<file path="config.mk">
export PLATFORM = sky130hd
export DESIGN_NAME = smux_shared_pin_mux
export DESIGN_NICKNAME = d
export VERILOG_FILES = /design/src/verilog/smux_pkg.sv /design/src/verilog/smux_shared_pin_mux.sv
export SDC_FILE = /design/constraint.sdc
export NUM_CORES = 1
export LEC_CHECK = 0
export ABC_CLOCK_PERIOD_IN_PS = 4000
export BUFFER_PORTS_ARGS = -buffer_cell sky130_fd_sc_hd__buf_2
export CAP_MARGIN = 20
export CORE_AREA = 2 2 190 192
export CTS_CLUSTER_DIAMETER = 100
export DETAILED_ROUTE_END_ITERATION = 10
export DIE_AREA = 0 0 192 194
export PLACE_DENSITY_LB_ADDON = 0.12
export SETUP_SLACK_MARGIN = 0.02
export SYNTH_ARGS = -nofsm -noshare
export SYNTH_HDL_FRONTEND = slang
export SYNTH_SLANG_ARGS = --single-unit
</file>
<file path="constraint.sdc">
create_clock -name clock_i -period 4 [get_ports clock_i]
set_input_delay 0.8 -clock clock_i [delete_from_list [all_inputs] [get_ports clock_i]]
set_output_delay 0.8 -clock clock_i [all_outputs]
set_load 0.01 [all_outputs]
</file>
<file path="src/verilog/smux_pkg.sv">
package smux_pkg;

   // ------------------------------------------------------------------
   // hardware modes and pin owners
   // ------------------------------------------------------------------
   typedef enum logic [1:0] {
      MODE_VGA,
      MODE_ACCEL64,
      MODE_ACCEL32_ROM,
      MODE_ACCEL32_PIX
   } smux_mode_e;

   typedef enum logic [1:0] {
      OWN_MEM,
      OWN_ROM,
      OWN_PERIPH
   } smux_own_e;

   localparam smux_mode_e MODE_AFTER_RESET = MODE_VGA;

   // ------------------------------------------------------------------
   // widths and timing
   // ------------------------------------------------------------------
   localparam int DATA_W = 64;
   localparam int CTRL_W = 22;
   localparam int CLK_PERIOD_NS = 5;
   localparam int PERIPH_ACCESS_NS = 300;
   localparam int PERIPH_CYC =
      (PERIPH_ACCESS_NS + CLK_PERIOD_NS - 1) / CLK_PERIOD_NS;
   localparam int ROM_CYC_DEFAULT = 12;
   localparam logic [7:0] CNT_ZERO = 8'h00;

   // ------------------------------------------------------------------
   // shared data pin positions
   // ------------------------------------------------------------------
   localparam int PA_LO = 0;
   localparam int PA_HI = 16;
   localparam int PD_LO = 18;
   localparam int PD_HI = 25;
   localparam int P_RD_PIN = 26;
   localparam int P_WR_PIN = 27;
   localparam int RA_LO = 32;
   localparam int RA_HI = 49;
   localparam int RD_LO = 50;
   localparam int RD_HI = 57;
   localparam int R_WE_PIN = 58;
   localparam int FEAT_LO = 59;
   localparam int PIX_LO = 51;
   localparam int STRAP_STB_BIT = 8;
   localparam int STRAP_SEL_BIT = 9;

   // ------------------------------------------------------------------
   // carriers
   // ------------------------------------------------------------------
   typedef struct packed {
      logic [8:0] addr;
      logic [7:0] cas_n;
      logic [2:0] ras_n;
      logic oe_n;
      logic we_n;
   } smux_dram_s;

   localparam smux_dram_s DRAM_IDLE = '{9'h000, 8'hFF, 3'h7, 1'b1, 1'b1};

   typedef struct packed {
      logic valid;
      logic write;
      logic sparse;
      logic [17:0] addr;
      logic [7:0] wdata;
   } smux_rom_req_s;

   typedef struct packed {
      logic valid;
      logic write;
      logic [16:0] addr;
      logic [7:0] wdata;
   } smux_periph_req_s;

   typedef struct packed {
      logic done;
      logic refused;
      logic [15:0] rdata;
   } smux_ans_s;

   localparam smux_ans_s ANS_IDLE = '{1'b0, 1'b0, 16'h0000};

endpackage

</file>
<file path="src/verilog/smux_shared_pin_mux.sv">
// What this block does
// - 64 data pins shared by all users, plus 22 dram control lines for memory
// - reset leaves VGA mode: feature out, rom, low-half frame buffer
// - VGA mode never runs peripheral or 16-bit pixel cycles
// - VGA pinout: memory low 32, feature 63:59 and low pins, rom 58:32
// - accel 64-bit: rom and peripheral allowed, no feature or pixel out
// - accel 32-bit: peripheral with either pixel or rom, never both
// - peripheral cycle: address 16:0, data 25:18, read 26, write 27
// - accel 32-bit rom mode: memory 31:0, rom on 58:32, 63:59 unused
// - accel 64-bit: memory all 64 pins, rom and peripheral time-share
// - 32-bit pixel mode: pixel 3..15 on 63:51, 2..0 on low pins
// - connector bits on data pins run opposite to pin numbering
// - dram pins only for memory, rom enable rom, select peripheral
// - strap select and strobe pin levels sampled while reset is held
// - sparse rom reads return select strap bit 9, strobe strap bit 8
// - vga and accel memory controllers muxed right before the pins
// - peripheral accesses wait for the pins behind rom cycles, not memory
// - every peripheral cycle lasts a fixed 300 ns
module smux_shared_pin_mux #(
   parameter int ROM_CYC = smux_pkg::ROM_CYC_DEFAULT
) (
   input wire logic clock_i,
   input wire logic reset_i,
   input wire logic mode_load_i,
   input wire smux_pkg::smux_mode_e mode_sel_i,
   output smux_pkg::smux_mode_e mode_o,
   input wire smux_pkg::smux_dram_s vga_dram_i,
   input wire logic [31:0] vga_wdata_i,
   input wire logic vga_wdrive_i,
   input wire smux_pkg::smux_dram_s accel_dram_i,
   input wire logic [63:0] accel_wdata_i,
   input wire logic accel_wdrive_i,
   output logic mem_grant_o,
   input wire logic [15:0] pix_i,
   input wire logic pix_valid_i,
   input wire smux_pkg::smux_rom_req_s rom_req_i,
   output smux_pkg::smux_ans_s rom_ans_o,
   input wire smux_pkg::smux_periph_req_s periph_req_i,
   output smux_pkg::smux_ans_s periph_ans_o,
   input wire logic [63:0] memdata_i,
   output logic [63:0] memdata_o,
   output logic [63:0] memdata_oe_n_o,
   output logic [2:0] feat_low_o,
   output logic feat_low_oe_n_o,
   output smux_pkg::smux_dram_s dram_o,
   output logic rom_ce_n_o,
   input wire logic periph_select_n_i,
   output logic periph_select_n_o,
   output logic periph_select_n_oe_n_o,
   input wire logic periph_strobe_n_i,
   output logic periph_strobe_n_o,
   output logic periph_strobe_n_oe_n_o
);
   import smux_pkg::*;

   // ------------------------------------------------------------------
   // state
   // ------------------------------------------------------------------
   smux_mode_e mode_q;
   smux_own_e own_q, own_d;
   logic [7:0] cnt_q, cnt_d;
   smux_rom_req_s rom_q;
   smux_periph_req_s per_q;
   logic [1:0] strap_q;
   logic in_reset_q;
   smux_ans_s rom_ans_q, rom_ans_d, per_ans_q, per_ans_d;
   logic [63:0] data_q, data_d, oe_n_q, oe_n_d;
   logic [2:0] feat_q;
   logic feat_oe_n_q;
   smux_dram_s dram_q, dram_d;
   logic rom_ce_n_q, sel_n_q, stb_n_q;

   // ------------------------------------------------------------------
   // mode permissions
   // ------------------------------------------------------------------
   wire rom_ok = (mode_q != MODE_ACCEL32_PIX);
   wire per_ok = (mode_q != MODE_VGA);
   wire feat8_on = (mode_q == MODE_VGA) && pix_valid_i;
   wire pix16_on = (mode_q == MODE_ACCEL32_PIX) && pix_valid_i;
   wire idle = (own_q == OWN_MEM);
   wire cnt_end = (cnt_q == CNT_ZERO);
   wire rom_take = idle && rom_req_i.valid && rom_ok;
   // rom wins a tie: boot reads are rare and short
   wire per_take = idle && periph_req_i.valid && per_ok && !rom_take;
   wire rom_refuse = idle && rom_req_i.valid && !rom_ok;
   wire per_refuse = idle && periph_req_i.valid && !per_ok;
   wire ld_mode = idle && mode_load_i && !rom_take && !per_take;

   // ------------------------------------------------------------------
   // connector bit reversal on the shared data pins
   // ------------------------------------------------------------------
   logic [4:0] feat_hi;
   logic [12:0] pix_hi;
   genvar gi;
   generate
      for (gi = 0; gi < 5; gi++) begin : g_feat
         assign feat_hi[gi] = pix_i[7 - gi];
      end
      for (gi = 0; gi < 13; gi++) begin : g_pix
         assign pix_hi[gi] = pix_i[15 - gi];
      end
   endgenerate

   // ------------------------------------------------------------------
   // ownership sequencer; a started cycle always runs to its end
   // ------------------------------------------------------------------
   always_comb begin
      own_d = own_q;
      cnt_d = cnt_q;
      if (rom_take) begin
         own_d = OWN_ROM;
         cnt_d = 8'(ROM_CYC - 1);
      end else if (per_take) begin
         own_d = OWN_PERIPH;
         cnt_d = 8'(PERIPH_CYC - 1);
      end else if (!idle) begin
         if (cnt_end) begin
            own_d = OWN_MEM;
         end else begin
            cnt_d = cnt_q - 8'h01;
         end
      end
   end

   // answers: read data taken from the pins in the last cycle
   always_comb begin
      rom_ans_d = ANS_IDLE;
      per_ans_d = ANS_IDLE;
      rom_ans_d.refused = rom_refuse;
      per_ans_d.refused = per_refuse;
      if (own_q == OWN_ROM && cnt_end) begin
         rom_ans_d.done = 1'b1;
         rom_ans_d.rdata[7:0] = memdata_i[RD_HI:RD_LO];
         if (rom_q.sparse) begin
            rom_ans_d.rdata[STRAP_SEL_BIT] = strap_q[1];
            rom_ans_d.rdata[STRAP_STB_BIT] = strap_q[0];
         end
      end
      if (own_q == OWN_PERIPH && cnt_end) begin
         per_ans_d.done = 1'b1;
         per_ans_d.rdata[7:0] = memdata_i[PD_HI:PD_LO];
      end
   end

   // ------------------------------------------------------------------
   // pin composition, one owner at a time
   // ------------------------------------------------------------------
   always_comb begin
      data_d = 64'h0000000000000000;
      oe_n_d = 64'hFFFFFFFFFFFFFFFF;
      dram_d = DRAM_IDLE;
      case (own_q)
         OWN_MEM: begin
            // memory controllers muxed at the pins
            if (mode_q == MODE_VGA) begin
               dram_d = vga_dram_i;
               data_d[31:0] = vga_wdata_i;
               oe_n_d[31:0] = {32{!vga_wdrive_i}};
            end else if (mode_q == MODE_ACCEL64) begin
               dram_d = accel_dram_i;
               data_d = accel_wdata_i;
               oe_n_d = {64{!accel_wdrive_i}};
            end else begin
               dram_d = accel_dram_i;
               data_d[31:0] = accel_wdata_i[31:0];
               oe_n_d[31:0] = {32{!accel_wdrive_i}};
            end
         end
         OWN_ROM: begin
            data_d[RA_HI:RA_LO] = rom_q.addr;
            oe_n_d[RA_HI:RA_LO] = 18'h00000;
            data_d[RD_HI:RD_LO] = rom_q.wdata;
            oe_n_d[RD_HI:RD_LO] = {8{!rom_q.write}};
            data_d[R_WE_PIN] = !(rom_q.write && cnt_q != CNT_ZERO);
            oe_n_d[R_WE_PIN] = 1'b0;
         end
         OWN_PERIPH: begin
            data_d[PA_HI:PA_LO] = per_q.addr;
            oe_n_d[PA_HI:PA_LO] = 17'h00000;
            data_d[PD_HI:PD_LO] = per_q.wdata;
            oe_n_d[PD_HI:PD_LO] = {8{!per_q.write}};
            data_d[P_RD_PIN] = per_q.write;
            data_d[P_WR_PIN] = !per_q.write;
            oe_n_d[P_WR_PIN:P_RD_PIN] = 2'b00;
         end
         default: begin
            dram_d = DRAM_IDLE;
         end
      endcase
      // connector pins never overlap the active owner's pins
      if (feat8_on) begin
         data_d[63:FEAT_LO] = feat_hi;
         oe_n_d[63:FEAT_LO] = 5'h00;
      end
      if (pix16_on) begin
         data_d[63:PIX_LO] = pix_hi;
         oe_n_d[63:PIX_LO] = 13'h0000;
      end
   end

   // ------------------------------------------------------------------
   // registers
   // ------------------------------------------------------------------
   // mode only changes between owned cycles
   always_ff @(posedge clock_i) begin
      if (reset_i) begin
         mode_q <= MODE_AFTER_RESET;
      end else if (ld_mode) begin
         mode_q <= mode_sel_i;
      end
   end

   always_ff @(posedge clock_i) begin
      if (reset_i) begin
         own_q <= OWN_MEM;
         cnt_q <= CNT_ZERO;
      end else begin
         own_q <= own_d;
         cnt_q <= cnt_d;
      end
   end

   // request latches, held for the whole cycle
   always_ff @(posedge clock_i) begin
      if (rom_take) rom_q <= rom_req_i;
      if (per_take) per_q <= periph_req_i;
   end

   // straps follow the pins while reset is held, freeze on release
   always_ff @(posedge clock_i) begin
      in_reset_q <= reset_i;
      if (reset_i) begin
         strap_q <= {periph_select_n_i, periph_strobe_n_i};
      end
   end

   always_ff @(posedge clock_i) begin
      if (reset_i) begin
         rom_ans_q <= ANS_IDLE;
         per_ans_q <= ANS_IDLE;
         data_q <= 64'h0000000000000000;
         oe_n_q <= 64'hFFFFFFFFFFFFFFFF;
         dram_q <= DRAM_IDLE;
      end else begin
         rom_ans_q <= rom_ans_d;
         per_ans_q <= per_ans_d;
         data_q <= data_d;
         oe_n_q <= oe_n_d;
         dram_q <= dram_d;
      end
   end

   // dedicated strobes; rom output enable rides the strobe pin
   always_ff @(posedge clock_i) begin
      if (reset_i) begin
         feat_q <= 3'h0;
         feat_oe_n_q <= 1'b1;
         rom_ce_n_q <= 1'b1;
         sel_n_q <= 1'b1;
         stb_n_q <= 1'b1;
      end else begin
         feat_q <= pix_i[2:0];
         feat_oe_n_q <= !(feat8_on || pix16_on);
         rom_ce_n_q <= (own_q != OWN_ROM);
         sel_n_q <= (own_q != OWN_PERIPH);
         stb_n_q <= !((own_q == OWN_PERIPH) ||
                      (own_q == OWN_ROM && !rom_q.write));
      end
   end

   // ------------------------------------------------------------------
   // outputs
   // ------------------------------------------------------------------
   assign mode_o = mode_q;
   assign mem_grant_o = idle;
   assign rom_ans_o = rom_ans_q;
   assign periph_ans_o = per_ans_q;
   assign memdata_o = data_q;
   assign memdata_oe_n_o = oe_n_q;
   assign feat_low_o = feat_q;
   assign feat_low_oe_n_o = feat_oe_n_q;
   assign dram_o = dram_q;
   assign rom_ce_n_o = rom_ce_n_q;
   // straps are only read while the pins float in reset
   assign periph_select_n_o = sel_n_q;
   assign periph_select_n_oe_n_o = in_reset_q;
   assign periph_strobe_n_o = stb_n_q;
   assign periph_strobe_n_oe_n_o = in_reset_q;

   logic [7:0] sel_len_q;
   always_ff @(posedge clock_i) begin
      if (reset_i || periph_select_n_o) sel_len_q <= CNT_ZERO;
      else sel_len_q <= sel_len_q + 8'h01;
   end
endmodule

</file>
==> impl_metrics.tcl, run 1 <==
set metrics [dict create \
    outcome "finished, final reports clean" \
    grt_overflow 0 \
    start_kind "flop" \
    max_slew_margin_pct 30.1 \
    reg2regPathDepth 7 \
    tightest_slew_ps 1050 \
    cts-root-buf "clkbuf_16" \
    synth-seq-cells 192 \
    postCtsSetupBuffers 0 \
    synth.most_common_cell "dfxtp_1" \
    synth_warnings 0 \
    wl_met1_mm 8.94 \
    synth_edf_count 56 \
    fin_skew_ps 10.1 \
    cts_sinks 192 \
    final_layout_size_suffix_gt1_share_pct 46.3 \
    ant_nets 0 \
    numCtsBuffers 17 \
    final_util_pct 28.1 \
    port_buffers 421 \
    cp_max_fo 11 \
    coreArea_um2 35200 \
    powerDensity_nw_per_um2 469 \
    endpoint_kind "output port" \
    crit_arrival_ps 1630 \
    start_util_pct 20.4 \
    synthTopCellsByArea "dfxtp_1, edfxtp_1, buf_4" \
    synthTopCellsByCount "dfxtp_1, nand2_1, buf_4, edfxtp_1, and2_1" \
    num_rows 69 \
    yosys.cell_types.count 45 \
    grt_pass1_vias 5408 \
    place_hpwl_mm 18.0 \
    setup_viol_count_final 0 \
    synthFlopType "dfxtp_1" \
    async_flop_share_pct 0 \
    routed_wirelength_mm 23.6 \
    syn_area_um2 7170 \
    setup_slack_ps 1570 \
    min_to "memdata_o[42]" \
    synthToLayoutAreaGrowth_pct 37.9 \
    viasPerCell 3.77 \
    finalSetupTns_ps 0 \
    routedWlPerCell_um 15.8 \
    io_pins 484 \
    critical_path_class "reg2out" \
    reg2reg_to "rom_ans_o[8]" \
    maxCapViolCount 0 \
    drtIter0Drc 101 \
    ir_drop_mv 0.308 \
    wl_met2_mm 12.7 \
    syn_area_per_cell_um2 11.0 \
    post-route-period-util_pct 60.8 \
    die_w_um 192 \
    post-route-drc-count 0 \
    htreeDepth 4 \
    ctsLongestPathBuffers 2 \
    reg2reg_slack_ps 1620 \
    grt_usage_pct 12.5 \
    die_h_um 194 \
    cts_resized 0 \
    grt_pass1_wl_mm 33.9 \
    insertion_delay_ps 440 \
    min-delay-start "rom_q[18]" \
    wl_met3_mm 1.53 \
    synth_seq_area_share_pct 61.4 \
    fin_nets 1300 \
    p_leak_nw 4.61 \
    yosysTopAreaCell "dfxtp_1" \
    postCtsHoldBufs 0 \
    max_freq_ghz 0.411 \
    antenna_found_initial 4 \
    slew_violations 0 \
    hold_path.class "reg2reg" \
    gp_congestion 0.718 \
    holdPathStages 1 \
    num_vias 5617 \
    clk_pin_slew_ps 80 \
    top_layer_used "met4" \
    hold_violations 0 \
    synth.top_cell.area_share_pct 37.9 \
    period_needed_ps 2430 \
    dr.pass1.iters 4 \
    p_total_mw 4.64 \
    grt_max_degree 45 \
    syn_inst 653 \
    cts_tree "built" \
    grt_setup_unrepaired "no" \
    fp.dieArea_um2 37200 \
    r2r_start "own_q[0]" \
    cp.required_ps 3200 \
    post-place-ws_ps 1510 \
]
kinds of logic after synthesis:
group / Yosys count / share of synthesized area, %
buf+inv: 112 / 9.80
simple gates: 209 / 14.5
xor+xnor: 2 / 0.244
mux: 27 / 3.77
compound gates: 108 / 9.87
fa+ha+maj: 2 / 0.349
other cells: 1 / 0.0523
flops: 192 / 61.4
cell usage in the layout (no fill, tap or decap), drive strengths merged, types with 18 or more instances in the layout:
cell,Yosys,routed
nor2,23,23
o21ai,31,31
nand2,94,94
clkbuf,21,18
dfxtp,136,136
a21oi,23,23
and2,42,42
a22o,23,23
mux2i,27,27
edfxtp,56,56
buf,84,432
power breakdown:
part           internal [mW]  total, mW  switching, mW
Sequential              2.16       2.22         0.0691
Clock                  0.822       1.66          0.834
Combinational          0.338      0.764          0.426
Total                   3.32       4.64           1.33
layer usage:
| metal | up-vias | global-route usage [%] |
|---|---|---|
| li1 | 2868 | - |
| met1 | 2523 | 13.4 |
| met2 | 207 | 22.9 |
| met3 | 19 | 2.90 |
| met4 | 0 | 5.74 |
| met5 | - | 0 |
sequential cells by signal, indices dropped and copies added (netlist names):
signal and count:
cnt_q 8, dram_o 22, feat_low_o 3, feat_low_oe_n_o 1, memdata_o 64, memdata_oe_n_o 8
mode_o 2, own_q 2, per_q 26, periph_ans_o 10, periph_select_n_o 1, periph_select_n_oe_n_o 1
periph_strobe_n_o 1, rom_ans_o 12, rom_ce_n_o 1, rom_q 28, strap_q 2
worst max path at each step:
stage	startpoint	endpoint	slack, ps	depth (start not counted)
after global placement	rom_req_i[28]	per_q[13]	1530	6
after global routing	own_q[0]	rom_ans_o[9]	1290	7
final	own_q[0]	mem_grant_o	1570	2
after floorplan	rom_req_i[28]	per_q[0]	880	3
after CTS	own_q[0]	mem_grant_o	1450	2
after detailed placement	own_q[0]	rom_ans_o[9]	1510	7
critical path, cell delays in order (launching register included):
cell	delay, ps
dfxtp_1	490
nor2_1	460
buf_2	240
stage by stage:
stage,hold slack [ps],cells,cell area [um^2]
after detailed placement,451,1454,9330
after global placement,446,1454,9330
final,463,1490,9900
after floorplan,440,666,7220
after global routing,466,1490,9900
after CTS,465,1486,9890
final cells by class:
class	instances	area (um^2)
clock inverter	14	125
multi-input combinational	362	2130
fill	3780	25300
inverter	7	26.3
tap	461	577
sequential	192	4410
clock buffer	18	429
timing repair buffer	432	2190
antenna	4	10.0
Note: power is estimated with default switching activity, not from simulation.
==> run 2: changes to the inputs <==
--- a/config.mk
+++ b/config.mk
@@ -5,13 +5,14 @@
 export SDC_FILE = /design/constraint.sdc
 export NUM_CORES = 1
 export LEC_CHECK = 0
-export ABC_CLOCK_PERIOD_IN_PS = 4000
+export ABC_AREA = 1
+export ABC_CLOCK_PERIOD_IN_PS = 2400
 export BUFFER_PORTS_ARGS = -buffer_cell sky130_fd_sc_hd__buf_2
 export CAP_MARGIN = 20
-export CORE_AREA = 2 2 190 192
+export CORE_AREA = 2 2 186 188
 export CTS_CLUSTER_DIAMETER = 100
 export DETAILED_ROUTE_END_ITERATION = 10
-export DIE_AREA = 0 0 192 194
+export DIE_AREA = 0 0 188 190
 export PLACE_DENSITY_LB_ADDON = 0.12
 export SETUP_SLACK_MARGIN = 0.02
 export SYNTH_ARGS = -nofsm -noshare
==> constraint.sdc (replaced) <==
create_clock -name clock_i -period 2.4 [get_ports clock_i]
set_input_delay 0.48 -clock clock_i [delete_from_list [all_inputs] [get_ports clock_i]]
set_output_delay 0.48 -clock clock_i [all_outputs]
set_load 0.01 [all_outputs]
==> run 2 against run 1 <==
Effect of this change: via count grew 12%; wire length up 6.6%; largest cell class unchanged; die area shrank 4.1%.
==> impl_metrics.tcl, run 2 <==
set metrics [dict create \
    outcome "finished, final reports clean" \
    grt_pass1_vias 6252 \
    grt_setup_unrepaired "no" \
    reg2reg_to "memdata_o[58]" \
    grt_overflow 0 \
    synthSimpleGateAreaFrac_pct 17.2 \
    yosys.area_share.xor_xnor_pct 0 \
    max_freq_ghz 0.527 \
    cts_tree "built" \
    postCtsSetupBuffers 0 \
    fin_skew_ps 13.7 \
    finalInstanceArea_um2 10000 \
    final_common_cell "buf_2" \
    powerDensity_nw_per_um2 853 \
    place_area_um2 9420 \
    critical_path_class "reg2out" \
    synthToLayoutAreaGrowth_pct 36.7 \
    num_rows 68 \
    numCtsBuffers 17 \
    min-delay-start "rom_req_i[17]" \
    synthMuxAreaShare_pct 0.137 \
    synth_edf_count 56 \
    num_vias 6267 \
    yosys.cell_types.count 35 \
    grt_pass1_wl_mm 37.1 \
    yosysTopAreaCell "dfxtp_1" \
    fin_nets 1404 \
    dr.pass1.iters 4 \
    coreArea_um2 33900 \
    post-route-period-util_pct 79.1 \
    cp_cell_sequence "nor2_8 -> buf_2" \
    post-route-drc-count 0 \
    antenna_found_initial 9 \
    reg2reg_slack_ps 550 \
    holdPathStages 1 \
    finalSetupTns_ps 0 \
    endpoint_kind "output port" \
    ctsLongestPathBuffers 2 \
    htreeDepth 4 \
    synth_warnings 0 \
    grt_max_degree 56 \
    start_kind "flop" \
    cts-root-buf "clkbuf_16" \
    ant_nets 0 \
    cts_sinks 192 \
    drtIter0Drc 191 \
    reg2regPathDepth 7 \
    postCtsHoldBufs 0 \
    crit_arrival_ps 1420 \
    cp_num_buf_inv 1 \
    syn_area_per_cell_um2 9.71 \
    max_slew_margin_pct 58.5 \
    synthAdderAreaFrac_pct 0.341 \
    slew_violations 0 \
    place_hpwl_mm 19.1 \
    port_buffers 421 \
    period_needed_ps 1900 \
    synthTopCellsByCount "dfxtp_1, nand2_1, nor2_1, buf_4, edfxtp_1" \
    min_to "rom_q[17]" \
    routedWlPerCell_um 15.9 \
    fin_cells 1587 \
    synth_top_family_by_area "simple AND/OR/NAND/NOR gates" \
    synth-seq-cells 192 \
    slowest_delay_ps 410 \
    syn_area_um2 7330 \
    synth_compound_area_share_pct 8.91 \
    slowest_stage "dfxtp_1" \
    final_layout_size_suffix_gt1_share_pct 43.1 \
    post-place-ws_ps 521 \
    tightest_slew_ps 622 \
    setup_viol_count_final 0 \
    async_flop_share_pct 0 \
    clk_pin_slew_ps 80 \
    insertion_delay_ps 450 \
    synthFlopType "dfxtp_1" \
    syn_inst 755 \
    synth.most_common_cell "dfxtp_1" \
    ir_drop_mv 0.539 \
    start_util_pct 21.6 \
    viasPerCell 3.95 \
    largest_reg_flops 64 \
    p_leak_nw 4.75 \
    routed_wirelength_mm 25.2 \
    setup_slack_ps 501 \
    fp.dieArea_um2 35700 \
    final_cell_mix "buf_2, dfxtp_1, nand2_1" \
    hold_violations 0 \
    grt_usage_pct 14.0 \
    maxCapViolCount 0 \
    die_h_um 190 \
    whs_ps 202 \
    io_pins 484 \
    gp_congestion 0.777 \
    synthTopCellsByArea "dfxtp_1, edfxtp_1, buf_4" \
    cp_max_fo 10 \
    die_w_um 188 \
    hold_path.class "in2reg" \
    r2r_start "own_q[0]" \
    synth.top_cell.area_share_pct 37.1 \
    cp.required_ps 1920 \
    cts_resized 0 \
    critical_path.top_delay_family "flip-flops" \
    synth_seq_area_share_pct 60.1 \
    dpl.cell_count 1552 \
]
[run 2: changes by cell type after synthesis, sizes merged, moves of 15 or more]
cell	before	now
nor2	23	90
inv	7	53
and2	42	0
nand2	94	136
nand3	16	54
mux2i	27	1
o21ai	31	55
a22o	23	0
a32o	1	18
buf	84	99
clkbuf	21	6
[run 2: worst max-delay path by stage]
stage | from | to | slack, ps | cells after the start
5_1_grt | own_q[0] | mem_grant_o | 400 | 2
3_5_place_dp | own_q[0] | memdata_o[58] | 520 | 7
3_3_place_gp | own_q[0] | memdata_o[58] | 550 | 7
4_1_cts | own_q[0] | mem_grant_o | 440 | 2
6_report | own_q[0] | mem_grant_o | 500 | 2
2_1_floorplan | own_q[0] | per_q[0] | 150 | 4
[run 2: cell families (layout without fill, tap and decap cells)]
family / after synthesis / after routing
other cells: 1 / 17
fa+ha+maj: 2 / 2
mux: 1 / 1
flops: 192 / 192
buf+inv: 162 / 523
compound gates: 110 / 110
simple gates: 287 / 287
[run 2: cell type report]
| cell class | instances | area (um^2) |
|---|---|---|
| Clock buffer | 19 | 433 |
| Inverter | 57 | 221 |
| Multi-Input combinational cell | 414 | 2010 |
| Timing Repair Buffer | 434 | 2220 |
| Sequential cell | 192 | 4400 |
| Fill cell | 3744 | 23900 |
| Antenna cell | 3 | 7.51 |
| Clock inverter | 13 | 161 |
| Tap cell | 455 | 569 |
[run 2: metrics by stage]
| step | power [mW] | util, % |
|---|---|---|
| finish | 8.55 | 29.5 |
| global route | 9.08 | 29.5 |
| CTS | 8.75 | 29.5 |
| detailed placement | 5.71 | 27.7 |
| global placement | 5.70 | 27.7 |
| floorplan | 5.05 | - |
[run 2: report_power, final]
group | switching, mW | total [mW] | internal, mW | leakage (nW)
registers | 0.124 | 3.80 | 3.68 | 1.64
clock network | 1.33 | 2.97 | 1.65 | 0.282
logic | 1.11 | 1.77 | 0.664 | 2.83
total | 2.56 | 8.55 | 5.99 | 4.75
[run 2: routing by layer]
layer | up-vias | global-route usage (%) | routed length, um | share of wire (%)
met1 | 2849 | 15.1 | 9800 | 39
met2 | 268 | 25.0 | 12800 | 51
li1 | 3115 | - | - | -
met3 | 27 | 5.74 | 2170 | 8.6
met5 | - | 0 | 58 | 0.23
met4 | 8 | 4.12 | 357 | 1.4
